## config.mk

```make
export PLATFORM = sky130hd
export DESIGN_NAME = lid_regs
export DESIGN_NICKNAME = d
export VERILOG_FILES = /design/src/lid_pkg.sv /design/src/lid_stream_if.sv /design/src/lid_fifo.sv /design/src/lid_regs.sv
export SDC_FILE = /design/constraint.sdc
export NUM_CORES = 1
export LEC_CHECK = 0
export ABC_AREA = 1
export BUFFER_PORTS_ARGS = -buffer_cell sky130_fd_sc_hd__buf_2
export CAP_MARGIN = 20
export CORE_MARGIN = 3
export CORE_UTILIZATION = 60
export CTS_CLUSTER_SIZE = 16
export DETAILED_ROUTE_END_ITERATION = 8
export GPL_TIMING_DRIVEN = 0
export PLACE_DENSITY = 0.78
export SLEW_MARGIN = 20
export SYNTH_ARGS = -nofsm -noshare
export SYNTH_HDL_FRONTEND = slang
export SYNTH_SLANG_ARGS = --single-unit
```

## constraint.sdc

```tcl
create_clock -name mclk_i -period 22.5 [get_ports mclk_i]
set_clock_uncertainty 0.15 [all_clocks]
set_input_delay 4.5 -clock mclk_i [delete_from_list [all_inputs] [get_ports mclk_i]]
set_output_delay 4.5 -clock mclk_i [all_outputs]
set_load 0.1 [all_outputs]
```

## src/lid_pkg.sv

```systemverilog
// Constants for the identifier and transmit buffer register slice.
// Assumes a 32-bit AHB-Lite slave with word-aligned registers.
package lid_pkg;
	// ----------------------------------------
	// Register byte offsets
	// ----------------------------------------
	localparam logic [7:0] OFF_IDENT = 8'h00;
	localparam logic [7:0] OFF_TXLO = 8'h04;
	localparam logic [7:0] OFF_TXHI = 8'h08;
	localparam logic [7:0] OFF_CTRL = 8'h0c;
	localparam logic [7:0] OFF_STAT = 8'h10;
	// ----------------------------------------
	// Field positions
	// ----------------------------------------
	localparam int RXID_LSB = 16;
	localparam int CMPID_LSB = 8;
	localparam int MSGID_LSB = 0;
	localparam int RESP_LEN_LSB = 0;
	localparam int RESP_LEN_W = 3;
	localparam int STAT_BUSY_BIT = 0;
	localparam int STAT_LEVEL_LSB = 8;
	// ----------------------------------------
	// Reset values and sizes
	// ----------------------------------------
	localparam logic [31:0] IDENT_RESET = 32'h0000_0000;
	localparam logic [31:0] TXBUF_RESET = 32'h0000_0000;
	localparam logic [2:0] RESP_LEN_RESET = 3'h7;
	localparam int BYTE_W = 8;
	localparam int FIFO_DEPTH = 32;
	localparam logic [2:0] HSIZE_WORD = 3'h2;
	localparam logic [1:0] HRESP_OKAY = 2'h0;
	typedef enum logic [0:0] {
		SEQ_IDLE = 1'b0,
		SEQ_LOAD = 1'b1
	} lid_seq_t;
endpackage

```

## src/lid_stream_if.sv

```systemverilog
// Valid/ready byte stream between the register slice and its FIFO.
// Assumes both ends share one clock.
`timescale 1ns/10ps
interface lid_stream_if #(parameter int W = 8);
	logic [W-1:0] data;
	logic valid;
	logic ready;
	modport producer(output data, output valid, input ready);
	modport consumer(input data, input valid, output ready);
endinterface
```

## src/lid_fifo.sv

```systemverilog
// Flip-flop FIFO with valid/ready on both sides.
// Assumes DEPTH is a power of two.
`timescale 1ns/10ps
module lid_fifo #(
	parameter int W = 8,
	parameter int DEPTH = 32
) (
	input wire logic mclk_i,
	input wire logic reset_i,
	lid_stream_if.consumer wr_s,
	lid_stream_if.producer rd_s,
	output logic [$clog2(DEPTH):0] level_o
);
	localparam int AW = $clog2(DEPTH);
	localparam logic [AW:0] FULL = (AW+1)'(DEPTH);
	logic [W-1:0] mem [DEPTH];
	logic [AW-1:0] wptr;
	logic [AW-1:0] rptr;
	logic [AW:0] count;
	wire push = wr_s.valid && wr_s.ready;
	wire pop = rd_s.valid && rd_s.ready;
	assign wr_s.ready = (count != FULL);
	assign rd_s.valid = (count != '0);
	assign rd_s.data = mem[rptr];
	assign level_o = count;
	// ----------------------------------------
	// Storage
	// ----------------------------------------
	for (genvar g = 0; g < DEPTH; g++) begin : g_entry
		always_ff @(posedge mclk_i or posedge reset_i) begin
			if (reset_i)
				mem[g] <= '0;
			else if (push && wptr == AW'(g))
				mem[g] <= wr_s.data;
		end
	end
	always_ff @(posedge mclk_i or posedge reset_i) begin
		if (reset_i) begin
			wptr <= '0;
			rptr <= '0;
			count <= '0;
		end else begin
			if (push)
				wptr <= wptr + 1'b1;
			if (pop)
				rptr <= rptr + 1'b1;
			if (push && !pop)
				count <= count + 1'b1;
			else if (pop && !push)
				count <= count - 1'b1;
		end
	end
endmodule

```

## src/lid_regs.sv

```systemverilog
// Identifier and transmit buffer registers of the serial bus controller.
// Assumes an AHB-Lite master and a framing engine that drives the header and shift inputs.
`timescale 1ns/10ps
// Overview of operation
// RULE1 - Capture received identifier on clean matched header
// RULE2 - Compare header identifier to decide response action
// RULE3 - Commander identifier write starts header transmission
// RULE4 - Message identifier filters when source select clear
// RULE5 - Writing byte zero starts response transmission
// RULE6 - Each buffer byte goes to shift register
// RULE7 - Bytes packed most significant first per register
// RULE8 - Identifier top byte reads zero, writes ignored
// RULE9 - Set mask bit excludes bit from compare
// RULE10 - Send bytes ascending from zero to length
module lid_regs #(
	parameter int FIFO_DEPTH = lid_pkg::FIFO_DEPTH
) (
	input wire logic mclk_i,
	input wire logic reset_i,
	input wire logic hsel_i,
	input wire logic [31:0] haddr_i,
	input wire logic [1:0] htrans_i,
	input wire logic hwrite_i,
	input wire logic [2:0] hsize_i,
	input wire logic [31:0] hwdata_i,
	input wire logic hready_i,
	output logic [31:0] hrdata_o,
	output logic hreadyout_o,
	output logic hresp_o,
	input wire logic commander_i,
	input wire logic filter_source_select_i,
	input wire logic [7:0] rx_shift_reg_i,
	input wire logic hdr_id_valid_i,
	input wire logic id_parity_err_i,
	input wire logic [7:0] rx_match_mask_i,
	input wire logic [7:0] tx_match_mask_i,
	output logic rx_match_o,
	output logic tx_match_o,
	output logic header_start_o,
	output logic [7:0] header_ident_o,
	output logic resp_start_o,
	output logic [7:0] tx_shift_reg_o,
	output logic tx_valid_o,
	input wire logic tx_ready_i
);
	localparam int LW = $clog2(FIFO_DEPTH) + 1;
	// ----------------------------------------
	// Register state
	// ----------------------------------------
	logic [7:0] received_ident;
	logic [7:0] responder_compare_ident;
	logic [7:0] message_ident;
	logic [31:0] tx_bytes_low_reg;
	logic [31:0] tx_bytes_high_reg;
	logic [2:0] resp_len_m1;
	lid_pkg::lid_seq_t seq_state;
	logic [2:0] byte_idx;
	logic wr_pend;
	logic [7:0] wr_addr;
	logic rd_pend;
	logic [7:0] rd_addr;
	logic [LW-1:0] fifo_level;
	lid_stream_if #(.W(lid_pkg::BYTE_W)) fill_s();
	lid_stream_if #(.W(lid_pkg::BYTE_W)) drain_s();
	// ----------------------------------------
	// Bus decode
	// ----------------------------------------
	wire addr_phase = hsel_i && htrans_i[1] && hready_i;
	wire word_ok = (hsize_i == lid_pkg::HSIZE_WORD);
	wire take_wr = addr_phase && hwrite_i && word_ok;
	wire take_rd = addr_phase && !hwrite_i;
	wire wr_ident = wr_pend && (wr_addr == lid_pkg::OFF_IDENT);
	wire wr_txlo = wr_pend && (wr_addr == lid_pkg::OFF_TXLO);
	wire wr_txhi = wr_pend && (wr_addr == lid_pkg::OFF_TXHI);
	wire wr_ctrl = wr_pend && (wr_addr == lid_pkg::OFF_CTRL);
	wire [31:0] ident_word;
	wire [31:0] ctrl_word;
	wire [31:0] stat_word;
	logic [31:0] rd_mux;
	// Top byte left as constant zero [RULE8]
	assign ident_word = {8'h00, received_ident, responder_compare_ident, message_ident};
	assign ctrl_word = {29'h0000_0000, resp_len_m1};
	assign stat_word = {{(24-LW){1'b0}}, fifo_level, 7'h00, (seq_state == lid_pkg::SEQ_LOAD)};
	always_comb begin
		if (rd_addr == lid_pkg::OFF_IDENT)
			rd_mux = ident_word;
		else if (rd_addr == lid_pkg::OFF_TXLO)
			rd_mux = tx_bytes_low_reg;
		else if (rd_addr == lid_pkg::OFF_TXHI)
			rd_mux = tx_bytes_high_reg;
		else if (rd_addr == lid_pkg::OFF_CTRL)
			rd_mux = ctrl_word;
		else if (rd_addr == lid_pkg::OFF_STAT)
			rd_mux = stat_word;
		else
			rd_mux = 32'h0000_0000;
	end
	// ----------------------------------------
	// Bus slave
	// ----------------------------------------
	// Reads take one wait state so a read right after a write sees the new value
	always_ff @(posedge mclk_i or posedge reset_i) begin
		if (reset_i) begin
			wr_pend <= 1'b0;
			wr_addr <= 8'h00;
			rd_pend <= 1'b0;
			rd_addr <= 8'h00;
			hrdata_o <= 32'h0000_0000;
			hreadyout_o <= 1'b1;
			hresp_o <= 1'b0;
		end else begin
			wr_pend <= take_wr;
			if (take_wr)
				wr_addr <= haddr_i[7:0];
			if (take_rd) begin
				rd_pend <= 1'b1;
				rd_addr <= haddr_i[7:0];
				hreadyout_o <= 1'b0;
			end else if (rd_pend) begin
				rd_pend <= 1'b0;
				hrdata_o <= rd_mux;
				hreadyout_o <= 1'b1;
			end
			hresp_o <= lid_pkg::HRESP_OKAY[0];
		end
	end
	// ----------------------------------------
	// Identifier register
	// ----------------------------------------
	wire [7:0] filter_ident = filter_source_select_i ? responder_compare_ident : message_ident; // [RULE4]
	wire [7:0] id_diff = rx_shift_reg_i ^ filter_ident;
	wire rx_hit = ((id_diff & ~rx_match_mask_i) == 8'h00); // [RULE2] [RULE9]
	wire tx_hit = ((id_diff & ~tx_match_mask_i) == 8'h00); // [RULE2] [RULE9]
	wire capture_id = hdr_id_valid_i && !id_parity_err_i && (rx_hit || tx_hit);
	always_ff @(posedge mclk_i or posedge reset_i) begin
		if (reset_i) begin
			received_ident <= lid_pkg::IDENT_RESET[lid_pkg::RXID_LSB+:8];
			responder_compare_ident <= lid_pkg::IDENT_RESET[lid_pkg::CMPID_LSB+:8];
			message_ident <= lid_pkg::IDENT_RESET[lid_pkg::MSGID_LSB+:8];
		end else begin
			if (capture_id)
				received_ident <= rx_shift_reg_i; // [RULE1]
			if (wr_ident) begin
				responder_compare_ident <= hwdata_i[lid_pkg::CMPID_LSB+:8];
				message_ident <= hwdata_i[lid_pkg::MSGID_LSB+:8];
			end
		end
	end
	// Match results are registered pulses, one per header
	always_ff @(posedge mclk_i or posedge reset_i) begin
		if (reset_i) begin
			rx_match_o <= 1'b0;
			tx_match_o <= 1'b0;
		end else begin
			rx_match_o <= hdr_id_valid_i && !id_parity_err_i && rx_hit; // [RULE2]
			tx_match_o <= hdr_id_valid_i && !id_parity_err_i && tx_hit; // [RULE2]
		end
	end
	always_ff @(posedge mclk_i or posedge reset_i) begin
		if (reset_i) begin
			header_start_o <= 1'b0;
			header_ident_o <= 8'h00;
		end else begin
			header_start_o <= wr_ident && commander_i; // [RULE3]
			if (wr_ident && commander_i)
				header_ident_o <= hwdata_i[lid_pkg::MSGID_LSB+:8];
		end
	end
	// ----------------------------------------
	// Transmit buffers and control
	// ----------------------------------------
	always_ff @(posedge mclk_i or posedge reset_i) begin
		if (reset_i) begin
			tx_bytes_low_reg <= lid_pkg::TXBUF_RESET;
			tx_bytes_high_reg <= lid_pkg::TXBUF_RESET;
			resp_len_m1 <= lid_pkg::RESP_LEN_RESET;
		end else begin
			if (wr_txlo)
				tx_bytes_low_reg <= hwdata_i;
			if (wr_txhi)
				tx_bytes_high_reg <= hwdata_i;
			if (wr_ctrl)
				resp_len_m1 <= hwdata_i[lid_pkg::RESP_LEN_LSB+:lid_pkg::RESP_LEN_W];
		end
	end
	// ----------------------------------------
	// Response sequencer
	// ----------------------------------------
	// Byte 0 sits at the top of the low register, byte 7 at the bottom of the high one
	wire [63:0] tx_all = {tx_bytes_low_reg, tx_bytes_high_reg}; // [RULE7]
	wire [5:0] byte_sel = {~byte_idx, 3'h0};
	wire last_byte = (byte_idx == resp_len_m1);
	wire fill_go = (seq_state == lid_pkg::SEQ_LOAD) && fill_s.ready;
	assign fill_s.valid = (seq_state == lid_pkg::SEQ_LOAD);
	assign fill_s.data = tx_all[byte_sel+:8]; // [RULE7]
	lid_pkg::lid_seq_t next_state;
	logic [2:0] next_idx;
	// A fresh byte 0 write restarts the response from the top
	always_comb begin
		next_state = seq_state;
		next_idx = byte_idx;
		case (seq_state)
			lid_pkg::SEQ_IDLE: begin
				next_idx = 3'h0;
			end
			lid_pkg::SEQ_LOAD: begin
				if (fill_go) begin
					next_idx = byte_idx + 3'h1; // [RULE10]
					if (last_byte)
						next_state = lid_pkg::SEQ_IDLE; // [RULE10]
				end
			end
			default: begin
				next_state = lid_pkg::SEQ_IDLE;
			end
		endcase
		if (wr_txlo) begin
			next_state = lid_pkg::SEQ_LOAD; // [RULE5]
			next_idx = 3'h0;
		end
	end
	always_ff @(posedge mclk_i or posedge reset_i) begin
		if (reset_i) begin
			seq_state <= lid_pkg::SEQ_IDLE;
			byte_idx <= 3'h0;
			resp_start_o <= 1'b0;
		end else begin
			seq_state <= next_state;
			byte_idx <= next_idx;
			resp_start_o <= wr_txlo; // [RULE5]
		end
	end
	// ----------------------------------------
	// FIFO and shift register hand-off
	// ----------------------------------------
	// Depth absorbs a slow serialiser; the sequencer stalls when it fills
	lid_fifo #(.W(lid_pkg::BYTE_W), .DEPTH(FIFO_DEPTH)) u_fifo (
		.mclk_i(mclk_i),
		.reset_i(reset_i),
		.wr_s(fill_s),
		.rd_s(drain_s),
		.level_o(fifo_level)
	);
	wire out_free = !tx_valid_o || tx_ready_i;
	assign drain_s.ready = out_free;
	always_ff @(posedge mclk_i or posedge reset_i) begin
		if (reset_i) begin
			tx_shift_reg_o <= 8'h00;
			tx_valid_o <= 1'b0;
		end else if (out_free) begin
			tx_valid_o <= drain_s.valid;
			if (drain_s.valid)
				tx_shift_reg_o <= drain_s.data; // [RULE6]
		end
	end
endmodule

```

==> results.md, run 1 <==
Place:
- The number of placed instances, taps included is around 3.1k.
- At the end of routability-driven placement, the weighted congestion stood at 1.01.
- The sum of net half-perimeters after detailed placement is roughly 50000 um.
- The number of buffers added on ports is ~130.
- After detailed placement, the total cell area comes to 0.0226 mm2.

Worst setup path:
- The worst register-to-register path has a setup slack of 19.20 ns.
- The critical path launch point type is an input pin.
- The startpoint of the most critical register-to-register path is u_fifo.level_o[0]$_DFFE_PP0P_.
- The required time of the critical path is approximately 23 ns.
- Of all nets on the critical path, the largest fanout is 10.
- The type of element capturing the critical path is a register.
- The critical path start-end classification is in2reg.
- The number of cells on the worst reg-to-reg path is 16.
- At the worst endpoint, the arrival time is a little under 7 ns.
- The reg-to-reg endpoint is u_fifo.level_o[4]$_DFFE_PP0P_.

STA:
- Setup repair after global routing left no endpoint under its margin.
- The transition time of the tightest slew-check pin is approximately 0.93 ns.
- The shortest period the worst path allows is ~6.6 ns.
- The achievable frequency is about 150 MHz.
- Setup violations remaining at the end of the flow were counted as 0.
- The final-report hold violation count came to 0.
- In the final timing run, aggregate negative setup slack is 0 ns.
- The fraction of the cycle the final worst path needs is 0.293.
- The count of pins over their slew limit was 0.
- Headroom to the max-slew limit came out at 0.379.

GRT:
- The first global-routing pass estimated 106000 um of wire.
- The initial antenna violation count is 0.
- The via count of the first global-routing pass came to roughly 19k.
- Global routing finished with a remaining overflow of 0.
- In the global route stage, overall resource usage came out at 0.362.
- Entering global routing, the biggest net connects around 110 pins.

Drt:
- After detailed routing, the average wire length per cell comes to roughly 21 um.
- The number of DRC markers after the initial detailed-route iteration is between 1.5k and 2k.
- Once detail routing completed, the nets flagged for antenna violations numbered 0.
- The number of remaining DRC errors is 0.
- The total iterations of the first detailed-routing run is 6.
- The final wirelength is roughly 69000 um.
- The number of vias in the routed layout is approximately 19k.
- The number of vias per cell after detailed routing is roughly 6.

Synth:
- The instance count of the mapped netlist is 2557.
- The post-synth design cell area is ~0.021 mm2.
- The prevailing post-synth register cell is sky130_fd_sc_hd__dfrtp_1.
- Of the synthesized area, sequential elements account for 0.518.
- Counting every net in the synthesized netlist gives approximately 2.7k.
- The number of warnings reported in the yosys synthesis log is 0.
- The distinct cell type count of the synthesized netlist is 41.
- The synthesized area divided by synthesized cell count is 8.30 um2.
- Synthesis inferred roughly 440 register bits.
- The async set-or-reset flop fraction in the synthesized netlist is 1.00.
- The count of flip-flops with a built-in enable after synthesis is 0.

CTS:
- After clock tree synthesis, the clock-pin slew on the worst setup and hold paths is ~0.060 ns.
- The total of cells resized after clock tree synthesis is 0.
- The clock tree root driver cell is sky130_fd_sc_hd__clkbuf_16.
- The clock drives around 440 sinks.
- For this design, the CTS-stage hold fixing added 0 buffers.
- TritonCTS built the clock tree.
- The total clock buffers created by CTS is 46.
- The number of buffers between clock root and the deepest sink is 3.
- The number of buffers added for setup after CTS is 0.
- The insertion delay to the later sink of the worst-skew pair is approximately 0.59 ns.
- The H-tree was split into 2 levels.

Floorplan:
- The initialized floorplan defines 68 standard-cell rows.
- For this configuration, the core starts out at a cell density of 0.611.
- The die outline height is 194 um.
- The die is just under 200 um wide.
- The floorplan step defined a die boundary enclosing 0.0376 mm2.
- During I/O placement, the number of pins put on the boundary was 158.
- The placeable core region is around 0.035 mm2.

Power:
- The worst-case IR drop observed on VDD is roughly 0.079 mV.
- The static leakage power is ~12 nW.
- The power per standard cell area is 103 mW/mm2.

Finish:
- The final net count is 2857.
- The finished cells cover 0.0240 mm2.
- The register with the most flip-flops in the layout has between 200 and 300 of them.
- Counting flops per register, the top entry is u_fifo.mem.
- Once layout is complete, the cells apart from fillers number ~3.2k.
- Compared with the post-synthesis result, the final layout area differs by 13.4%.
- The fraction of the core area covered by cells at the end of the flow is 0.693.
- Of the cells placed in the final design, the portion with a size suffix greater than 1 is 0.124.

Worst hold path:
- The worst hold path terminates at hreadyout_o$_DFFE_PP1P_.
- In this run the most critical hold path is launched from hreadyout_o$_DFFE_PP1P_.
- The worst hold path passes through 2 cells.
- The worst hold path belongs to the class reg2reg.

Outcome:
- The run finished with clean final reports.

Flow run:
- The max-capacitance violation count is 0.
## final cells by class
type / count / area, um2
repair buffers: 135 / 766
flip-flops and latches: 439 / 11000
inverters: 265 / 1000
multi-input cells: 1707 / 8420
diodes: 2 / 5.00
fillers: 2870 / 10700
plain buffers: 146 / 802
clock buffers: 68 / 1320
well taps: 455 / 569
clock inverters: 14 / 164
## worst max-delay path by stage
stage                     from                            end  slack (ns)  cells past startpoint
finish              tx_ready_i  u_fifo.level_o[4]$_DFFE_PP0P_       15.90                     15
detailed placement  tx_ready_i  u_fifo.level_o[3]$_DFFE_PP0P_       15.33                     13
CTS                 tx_ready_i  u_fifo.level_o[4]$_DFFE_PP0P_       15.94                     15
global route        tx_ready_i  u_fifo.level_o[3]$_DFFE_PP0P_       15.70                     13
global placement       reset_i    u_fifo.mem[102]$_DFFE_PP0P_        1.37                      2
floorplan              reset_i        byte_idx[0]$_DFFE_PP0P_        5.63                      1
## cells in the final DEF (no fill, tap or decap), types with 9 or more instances in the layout
| master | synthesis | layout |
|---|---|---|
| sky130_fd_sc_hd__clkbuf_16 | 0 | 46 |
| sky130_fd_sc_hd__nor2_1 | 82 | 82 |
| sky130_fd_sc_hd__o211ai_1 | 75 | 75 |
| sky130_fd_sc_hd__nor2_4 | 22 | 22 |
| sky130_fd_sc_hd__clkbuf_8 | 0 | 9 |
| sky130_fd_sc_hd__o21ai_1 | 63 | 63 |
| sky130_fd_sc_hd__buf_2 | 55 | 186 |
| sky130_fd_sc_hd__xor2_1 | 12 | 12 |
| sky130_fd_sc_hd__inv_2 | 12 | 12 |
| sky130_fd_sc_hd__nand3_1 | 123 | 123 |
| sky130_fd_sc_hd__buf_4 | 13 | 13 |
| sky130_fd_sc_hd__ha_1 | 13 | 13 |
| sky130_fd_sc_hd__dfrtp_1 | 435 | 435 |
| sky130_fd_sc_hd__o21ai_0 | 308 | 308 |
| sky130_fd_sc_hd__nand2_1 | 727 | 727 |
| sky130_fd_sc_hd__o21a_1 | 120 | 120 |
| sky130_fd_sc_hd__a21oi_1 | 105 | 105 |
| sky130_fd_sc_hd__clkbuf_1 | 58 | 71 |
| sky130_fd_sc_hd__buf_6 | 15 | 15 |
| sky130_fd_sc_hd__inv_1 | 248 | 247 |
| sky130_fd_sc_hd__o22ai_1 | 9 | 9 |
## routing by layer
| metal | track usage | wire length (um) |
|---|---|---|
| met1 | 0.454 | 26200 |
| met3 | 0.0502 | 5030 |
| met5 | 0 | 0 |
| met2 | 0.607 | 32800 |
| met4 | 0.206 | 4600 |
## critical path: stages
cell and delay, ns:
sky130_fd_sc_hd__buf_2 0.09, sky130_fd_sc_hd__inv_1 0.04, sky130_fd_sc_hd__nand2_1 0.08, sky130_fd_sc_hd__nand2_1 0.19, sky130_fd_sc_hd__clkbuf_1 0.54, sky130_fd_sc_hd__ha_1 0.31, sky130_fd_sc_hd__inv_1 0.12, sky130_fd_sc_hd__fa_1 0.40
sky130_fd_sc_hd__nand2_1 0.09, sky130_fd_sc_hd__nand2_1 0.05, sky130_fd_sc_hd__a21oi_1 0.14, sky130_fd_sc_hd__inv_1 0.08, sky130_fd_sc_hd__o21ai_0 0.15, sky130_fd_sc_hd__a21oi_1 0.06, sky130_fd_sc_hd__a21oi_1 0.11
## power breakdown
| part | leakage [nW] | internal (W) | switching, W |
|---|---|---|---|
| Combinational | 5.31 | 0.000201 | 0.000626 |
| Sequential | 5.63 | 0.000853 | 0.0000463 |
| Clock | 0.737 | 0.000442 | 0.000320 |
| Total | 11.7 | 0.00150 | 0.000993 |
## cell families (layout without fill, tap and decap cells)
| family | count (synthesis) | after routing | synth area share |
|---|---|---|---|
| compound gates | 691 | 691 | 0.188 |
| other cells | 1 | 3 | 0.000177 |
| buf+inv | 411 | 628 | 0.0847 |
| fa+ha+maj | 14 | 14 | 0.00861 |
| simple gates | 987 | 987 | 0.195 |
| xor+xnor | 14 | 14 | 0.00578 |
| flops | 439 | 439 | 0.518 |
## through the flow
step / power (W) / setup WS, ns / hold slack (ns)
global route: 0.00258 / 15.70 / 0.337
floorplan: 0.00144 / 5.63 / 0.291
CTS: 0.00247 / 15.94 / 0.317
finish: 0.00249 / 15.90 / 0.315
detailed placement: 0.00171 / 15.33 / 0.306
global placement: 0.00170 / 1.37 / 0.303
## Yosys cell counts (22+ instances only)
cell type,n,area share
sky130_fd_sc_hd__a21oi_1,105,0.025
sky130_fd_sc_hd__buf_2,55,0.013
sky130_fd_sc_hd__clkbuf_1,58,0.010
sky130_fd_sc_hd__dfrtp_1,435,0.51
sky130_fd_sc_hd__inv_1,248,0.044
sky130_fd_sc_hd__nand2_1,727,0.13
sky130_fd_sc_hd__nand3_1,123,0.029
sky130_fd_sc_hd__nor2_1,82,0.015
sky130_fd_sc_hd__nor2_4,22,0.012
sky130_fd_sc_hd__o211ai_1,75,0.027
sky130_fd_sc_hd__o21a_1,120,0.042
sky130_fd_sc_hd__o21ai_0,308,0.073
sky130_fd_sc_hd__o21ai_1,63,0.015
Power figures use the tool's default switching activity.
==> inputs of run 2 (changes only) <==
--- a/config.mk
+++ b/config.mk
@@ -5,15 +5,15 @@
 export SDC_FILE = /design/constraint.sdc
 export NUM_CORES = 1
 export LEC_CHECK = 0
-export ABC_AREA = 1
+export ABC_AREA = 0
 export BUFFER_PORTS_ARGS = -buffer_cell sky130_fd_sc_hd__buf_2
 export CAP_MARGIN = 20
 export CORE_MARGIN = 3
-export CORE_UTILIZATION = 60
+export CORE_UTILIZATION = 54
 export CTS_CLUSTER_SIZE = 16
 export DETAILED_ROUTE_END_ITERATION = 8
 export GPL_TIMING_DRIVEN = 0
-export PLACE_DENSITY = 0.78
+export PLACE_DENSITY = 0.74
 export SLEW_MARGIN = 20
 export SYNTH_ARGS = -nofsm -noshare
 export SYNTH_HDL_FRONTEND = slang
==> constraint.sdc (replaced) <==
create_clock -name mclk_i -period 5.9 [get_ports mclk_i]
set_clock_uncertainty 0.15 [all_clocks]
set_input_delay 1.18 -clock mclk_i [delete_from_list [all_inputs] [get_ports mclk_i]]
set_output_delay 1.18 -clock mclk_i [all_outputs]
set_load 0.1 [all_outputs]
==> results.md, run 2 <==
Power:
- The worst-case vdd ir drop was 0.252 mV (+220%).
- The power per standard cell area is 374 mW/mm2 (+260%).
- The overall power is 0.00858 W (+240%).
- The static leakage power is 10.7 nW (-8.1%).

Worst hold path:
- The worst min-delay path category is reg2reg.

Flow run:
- The max-capacitance violation count was 0 (unchanged).

CTS:
- The total clock buffers created by CTS was 46 (unchanged).
- The clock tree root driver cell is sky130_fd_sc_hd__clkbuf_16.
- The hold buffer count at CTS came to 0 (unchanged).
- The insertion delay to the later sink of the worst-skew pair is 0.58 ns (about the same).
- The clock slew seen by the registers of the worst setup and hold paths came to 0.06 ns (about the same).
- The number of buffers between clock root and the deepest sink came to 3 (unchanged).
- The total of cells resized after clock tree synthesis is 0 (unchanged).
- The clock sink count is 439 (unchanged).
- The number of buffers added for setup after CTS is 0 (unchanged).
- TritonCTS built the clock tree.
- The maximum level of the CTS H-tree is 2 (unchanged).

Drt:
- The final wirelength is 54900 um (-20%).
- The post-detailed-route wirelength per cell was 22.1 um (+3.9%).
- The total iterations of the first detailed-routing run is 6 (unchanged).
- The number of vias per cell after detailed routing came to 6.11 (+3.5%).
- The number of vias in the routed layout is 15.2k (-20%).
- The number of DRC markers after the initial detailed-route iteration was 1253 (-33%).
- The final antenna-violating net count is 0 (unchanged).
- The number of remaining DRC errors is 0 (unchanged).

GRT:
- The maximum number of pins on one net before global-route repair is 38 (-66%).
- The via count of the first global-routing pass is 15.6k (-17%).
- The initial antenna violation count was 1 (+1).
- The leftover overflow at the end of global routing is 0 (unchanged).
- The first-pass GRT wire length is 86100 um (-19%).
- The total track usage is 0.287 (-0.0752).

Finish:
- The register name with the most flops is u_fifo.mem.
- The final net count is 2108 (-26%).
- The number of filler cells placed in the layout is 2746 (-4.3%).
- The antenna cell count is 0 (-2).
- The most frequent standard cell in the layout excluding fill and tap cells is sky130_fd_sc_hd__dfrtp_1.
- In the layout the commonest cells are sky130_fd_sc_hd__dfrtp_1 (435), sky130_fd_sc_hd__nand2_1 (304), sky130_fd_sc_hd__nor2_1 (229).
- The area growth from synthesis to final layout is 16.8%.
- The number of flip-flops in the largest register is 256 (unchanged).
- The layout cell share with drive strength beyond 1 came to 0.207 (+0.0822).

STA:
- The worst slew slack as a fraction of its limit is 0.315 (-0.0634).
- Setup repair after global routing left no endpoint under its margin.
- The count of pins over their slew limit is 0 (unchanged).
- The worst hold-check slack came to 0.313 ns (-0.00271 ns).
- Timing would allow up to between 200 and 250 MHz.
- The final-report hold violation count is 0 (unchanged).
- The transition time of the tightest slew-check pin is 1.03 ns (+0.0951 ns).
- The smallest clock period supported by the final layout is computed as between 4 and 5 ns.
- The final setup violation count came to 0 (unchanged).
- The fraction of the cycle the final worst path needs is 0.761.

Floorplan:
- The count of boundary I/O pins is 158 (unchanged).
- The placeable core region is 0.0357 mm2 (+3.0%).
- The full die area is 0.0387 mm2 (+2.8%).
- The starting utilization of the core area is 0.550 (-0.0615).
- The standard-cell row count was 69 (+1.5%).
- The die outline height came to 197 um (+1.4%).
- The x dimension of the die is 197 um (+1.4%).

Worst setup path:
- The worst setup path is captured at a register.
- The data arrival at the endpoint of the critical path is 4.80 ns (-2.16 ns).
- The worst setup path is launched from a register.
- The biggest fanout along the worst timing path was 10 (unchanged).
- The required time of the critical path is 6.20 ns (-16.66 ns).
- The setup path with the least slack is of type reg2reg.

Synth:
- The async set-or-reset flop fraction in the synthesized netlist is 1.00 (unchanged).
- By count the netlist is led by sky130_fd_sc_hd__dfrtp_1 (435), sky130_fd_sc_hd__nand2_1 (304), sky130_fd_sc_hd__nor2_1 (229).
- Summed over all instances, the cell type with the most area after synthesis is sky130_fd_sc_hd__dfrtp_1.
- By instance count, the leading cell after synthesis is sky130_fd_sc_hd__dfrtp_1.
- The share of the synthesized area in the top cell type is 0.554 (+0.0410).
- The sequential share of the synthesized area is 0.560 (+0.0414).
- The distinct cell type count of the synthesized netlist is 52 (+27%).
- By area the synthesized netlist is led by sky130_fd_sc_hd__dfrtp_1 (55%), sky130_fd_sc_hd__mux4_2 (9.2%), sky130_fd_sc_hd__nand2_1 (5.8%).
- The post-synthesis sequential element count was 439 (unchanged).
- The prevailing post-synth register cell is sky130_fd_sc_hd__dfrtp_1.
- The number of nets produced by synthesis was 1916 (-28%).
- The count of flip-flops with a built-in enable after synthesis is 0 (unchanged).
- The instance count of the mapped netlist is 1799 (-30%).
- The number of warnings reported in the yosys synthesis log is 0 (unchanged).
- The post-synth design cell area is 0.0196 mm2 (-7.4%).
- The synthesized area divided by synthesized cell count is 10.9 um2 (+32%).

Place:
- The global placement routability congestion was 0.907 (-10%).
- The number of buffers added on ports is 130 (-0.76%).
- The sum of net half-perimeters after detailed placement was 39600 um (-21%).

Outcome:
- The flow ran to the end, and the final reports show no timing, DRC or antenna violations.
-- run 2: cell types whose count changed after synthesis, moves of 49 or more --
cell / delta
sky130_fd_sc_hd__o211ai_1: -75
sky130_fd_sc_hd__a21oi_1: +81
sky130_fd_sc_hd__inv_1: -239
sky130_fd_sc_hd__o21ai_0: -182
sky130_fd_sc_hd__mux2_2: +68
sky130_fd_sc_hd__nand2_1: -423
sky130_fd_sc_hd__nand3_1: -104
sky130_fd_sc_hd__nor2_1: +147
sky130_fd_sc_hd__mux2i_1: +49
sky130_fd_sc_hd__o21ai_1: -63
sky130_fd_sc_hd__o21a_1: -120
sky130_fd_sc_hd__mux4_2: +80
-- run 2: final cells by class --
| type | count | area, um2 | share of cell area |
|---|---|---|---|
| multi-input cells | 1224 | 8090 | 0.353 |
| well taps | 461 | 577 | 0.0252 |
| flip-flops and latches | 439 | 11000 | 0.479 |
| repair buffers | 144 | 946 | 0.0412 |
| inverters | 11 | 45.0 | 0.00196 |
| plain buffers | 125 | 524 | 0.0229 |
| clock inverters | 18 | 300 | 0.0131 |
| clock buffers | 67 | 1460 | 0.0638 |
-- run 2: metal layers --
metal  vias to the layer above  GRT usage  part of all wire
li1                       6671          -                 -
met1                      7631      0.374              0.39
met2                       732      0.475              0.49
met3                       171     0.0552             0.076
met4                         2      0.126             0.044
met5                         -          0           0.00024
-- run 2: path summary, 6_finish.rpt --
kind                                                       to  depth (start not counted)  slack, ns                           from
max in group asynchronous             hreadyout_o$_DFFE_PP1P_                          6       3.83                        reset_i
worst min register to register         rd_addr[6]$_DFFE_PP0P_                          2       0.31         rd_addr[6]$_DFFE_PP0P_
worst min-delay path                   rd_addr[6]$_DFFE_PP0P_                          2       0.31         rd_addr[6]$_DFFE_PP0P_
min in group asynchronous         u_fifo.mem[180]$_DFFE_PP0P_                          2       0.43                        reset_i
worst max-delay path            u_fifo.level_o[5]$_DFFE_PP0P_                         15       1.41  u_fifo.level_o[0]$_DFFE_PP0P_
worst max register to register  u_fifo.level_o[5]$_DFFE_PP0P_                         15       1.41  u_fifo.level_o[0]$_DFFE_PP0P_
-- run 2: per-stage QoR --
| stage | area, um2 | setup slack [ns] | std cells | setup TNS (ns) | utilization |
|---|---|---|---|---|---|
| after floorplan | 19600 | -1.36 | 1799 | -590.73 | - |
| after global placement | 20900 | -3.55 | 2390 | -1534.10 | 0.584 |
| after detailed placement | 21200 | 1.22 | 2404 | 0 | 0.592 |
| after CTS | 22900 | 1.52 | 2489 | 0 | 0.642 |
| after global routing | 22900 | 1.06 | 2489 | 0 | 0.642 |
| final | 22900 | 1.41 | 2489 | 0 | 0.642 |
-- run 2: worst max-delay path, cell delays in order (launching register included) --
cell                       delay [ns]
sky130_fd_sc_hd__dfrtp_1         0.46
sky130_fd_sc_hd__nor3_1          0.27
sky130_fd_sc_hd__nand2_1         0.11
sky130_fd_sc_hd__o21ai_0         0.62
sky130_fd_sc_hd__clkbuf_1        0.42
sky130_fd_sc_hd__clkbuf_1        0.57
sky130_fd_sc_hd__ha_1            0.32
sky130_fd_sc_hd__inv_1           0.13
sky130_fd_sc_hd__ha_1            0.29
sky130_fd_sc_hd__a21o_1          0.17
sky130_fd_sc_hd__a21oi_1         0.22
sky130_fd_sc_hd__o21bai_1        0.09
sky130_fd_sc_hd__a21oi_1         0.18
sky130_fd_sc_hd__xnor2_1         0.14
sky130_fd_sc_hd__nor2_1          0.07
sky130_fd_sc_hd__xor2_1          0.16
-- run 2: cells by family (layout without fill, tap and decap cells) --
family,count (synthesis),count (layout),share of synthesized area
AND/OR/NAND/NOR,595,595,0.123
flip-flops,439,439,0.560
AO/OA/AOI/OAI,391,391,0.111
multiplexers,197,197,0.156
buffers and inverters,136,365,0.0288
XOR/XNOR,26,26,0.0116
adder cells (fa/ha/maj),14,14,0.00930
other,1,1,0.000191
-- run 2: power by group --
part	switching [W]	internal, W
registers	0.000173	0.00321
logic	0.00130	0.000610
clock network	0.00123	0.00207
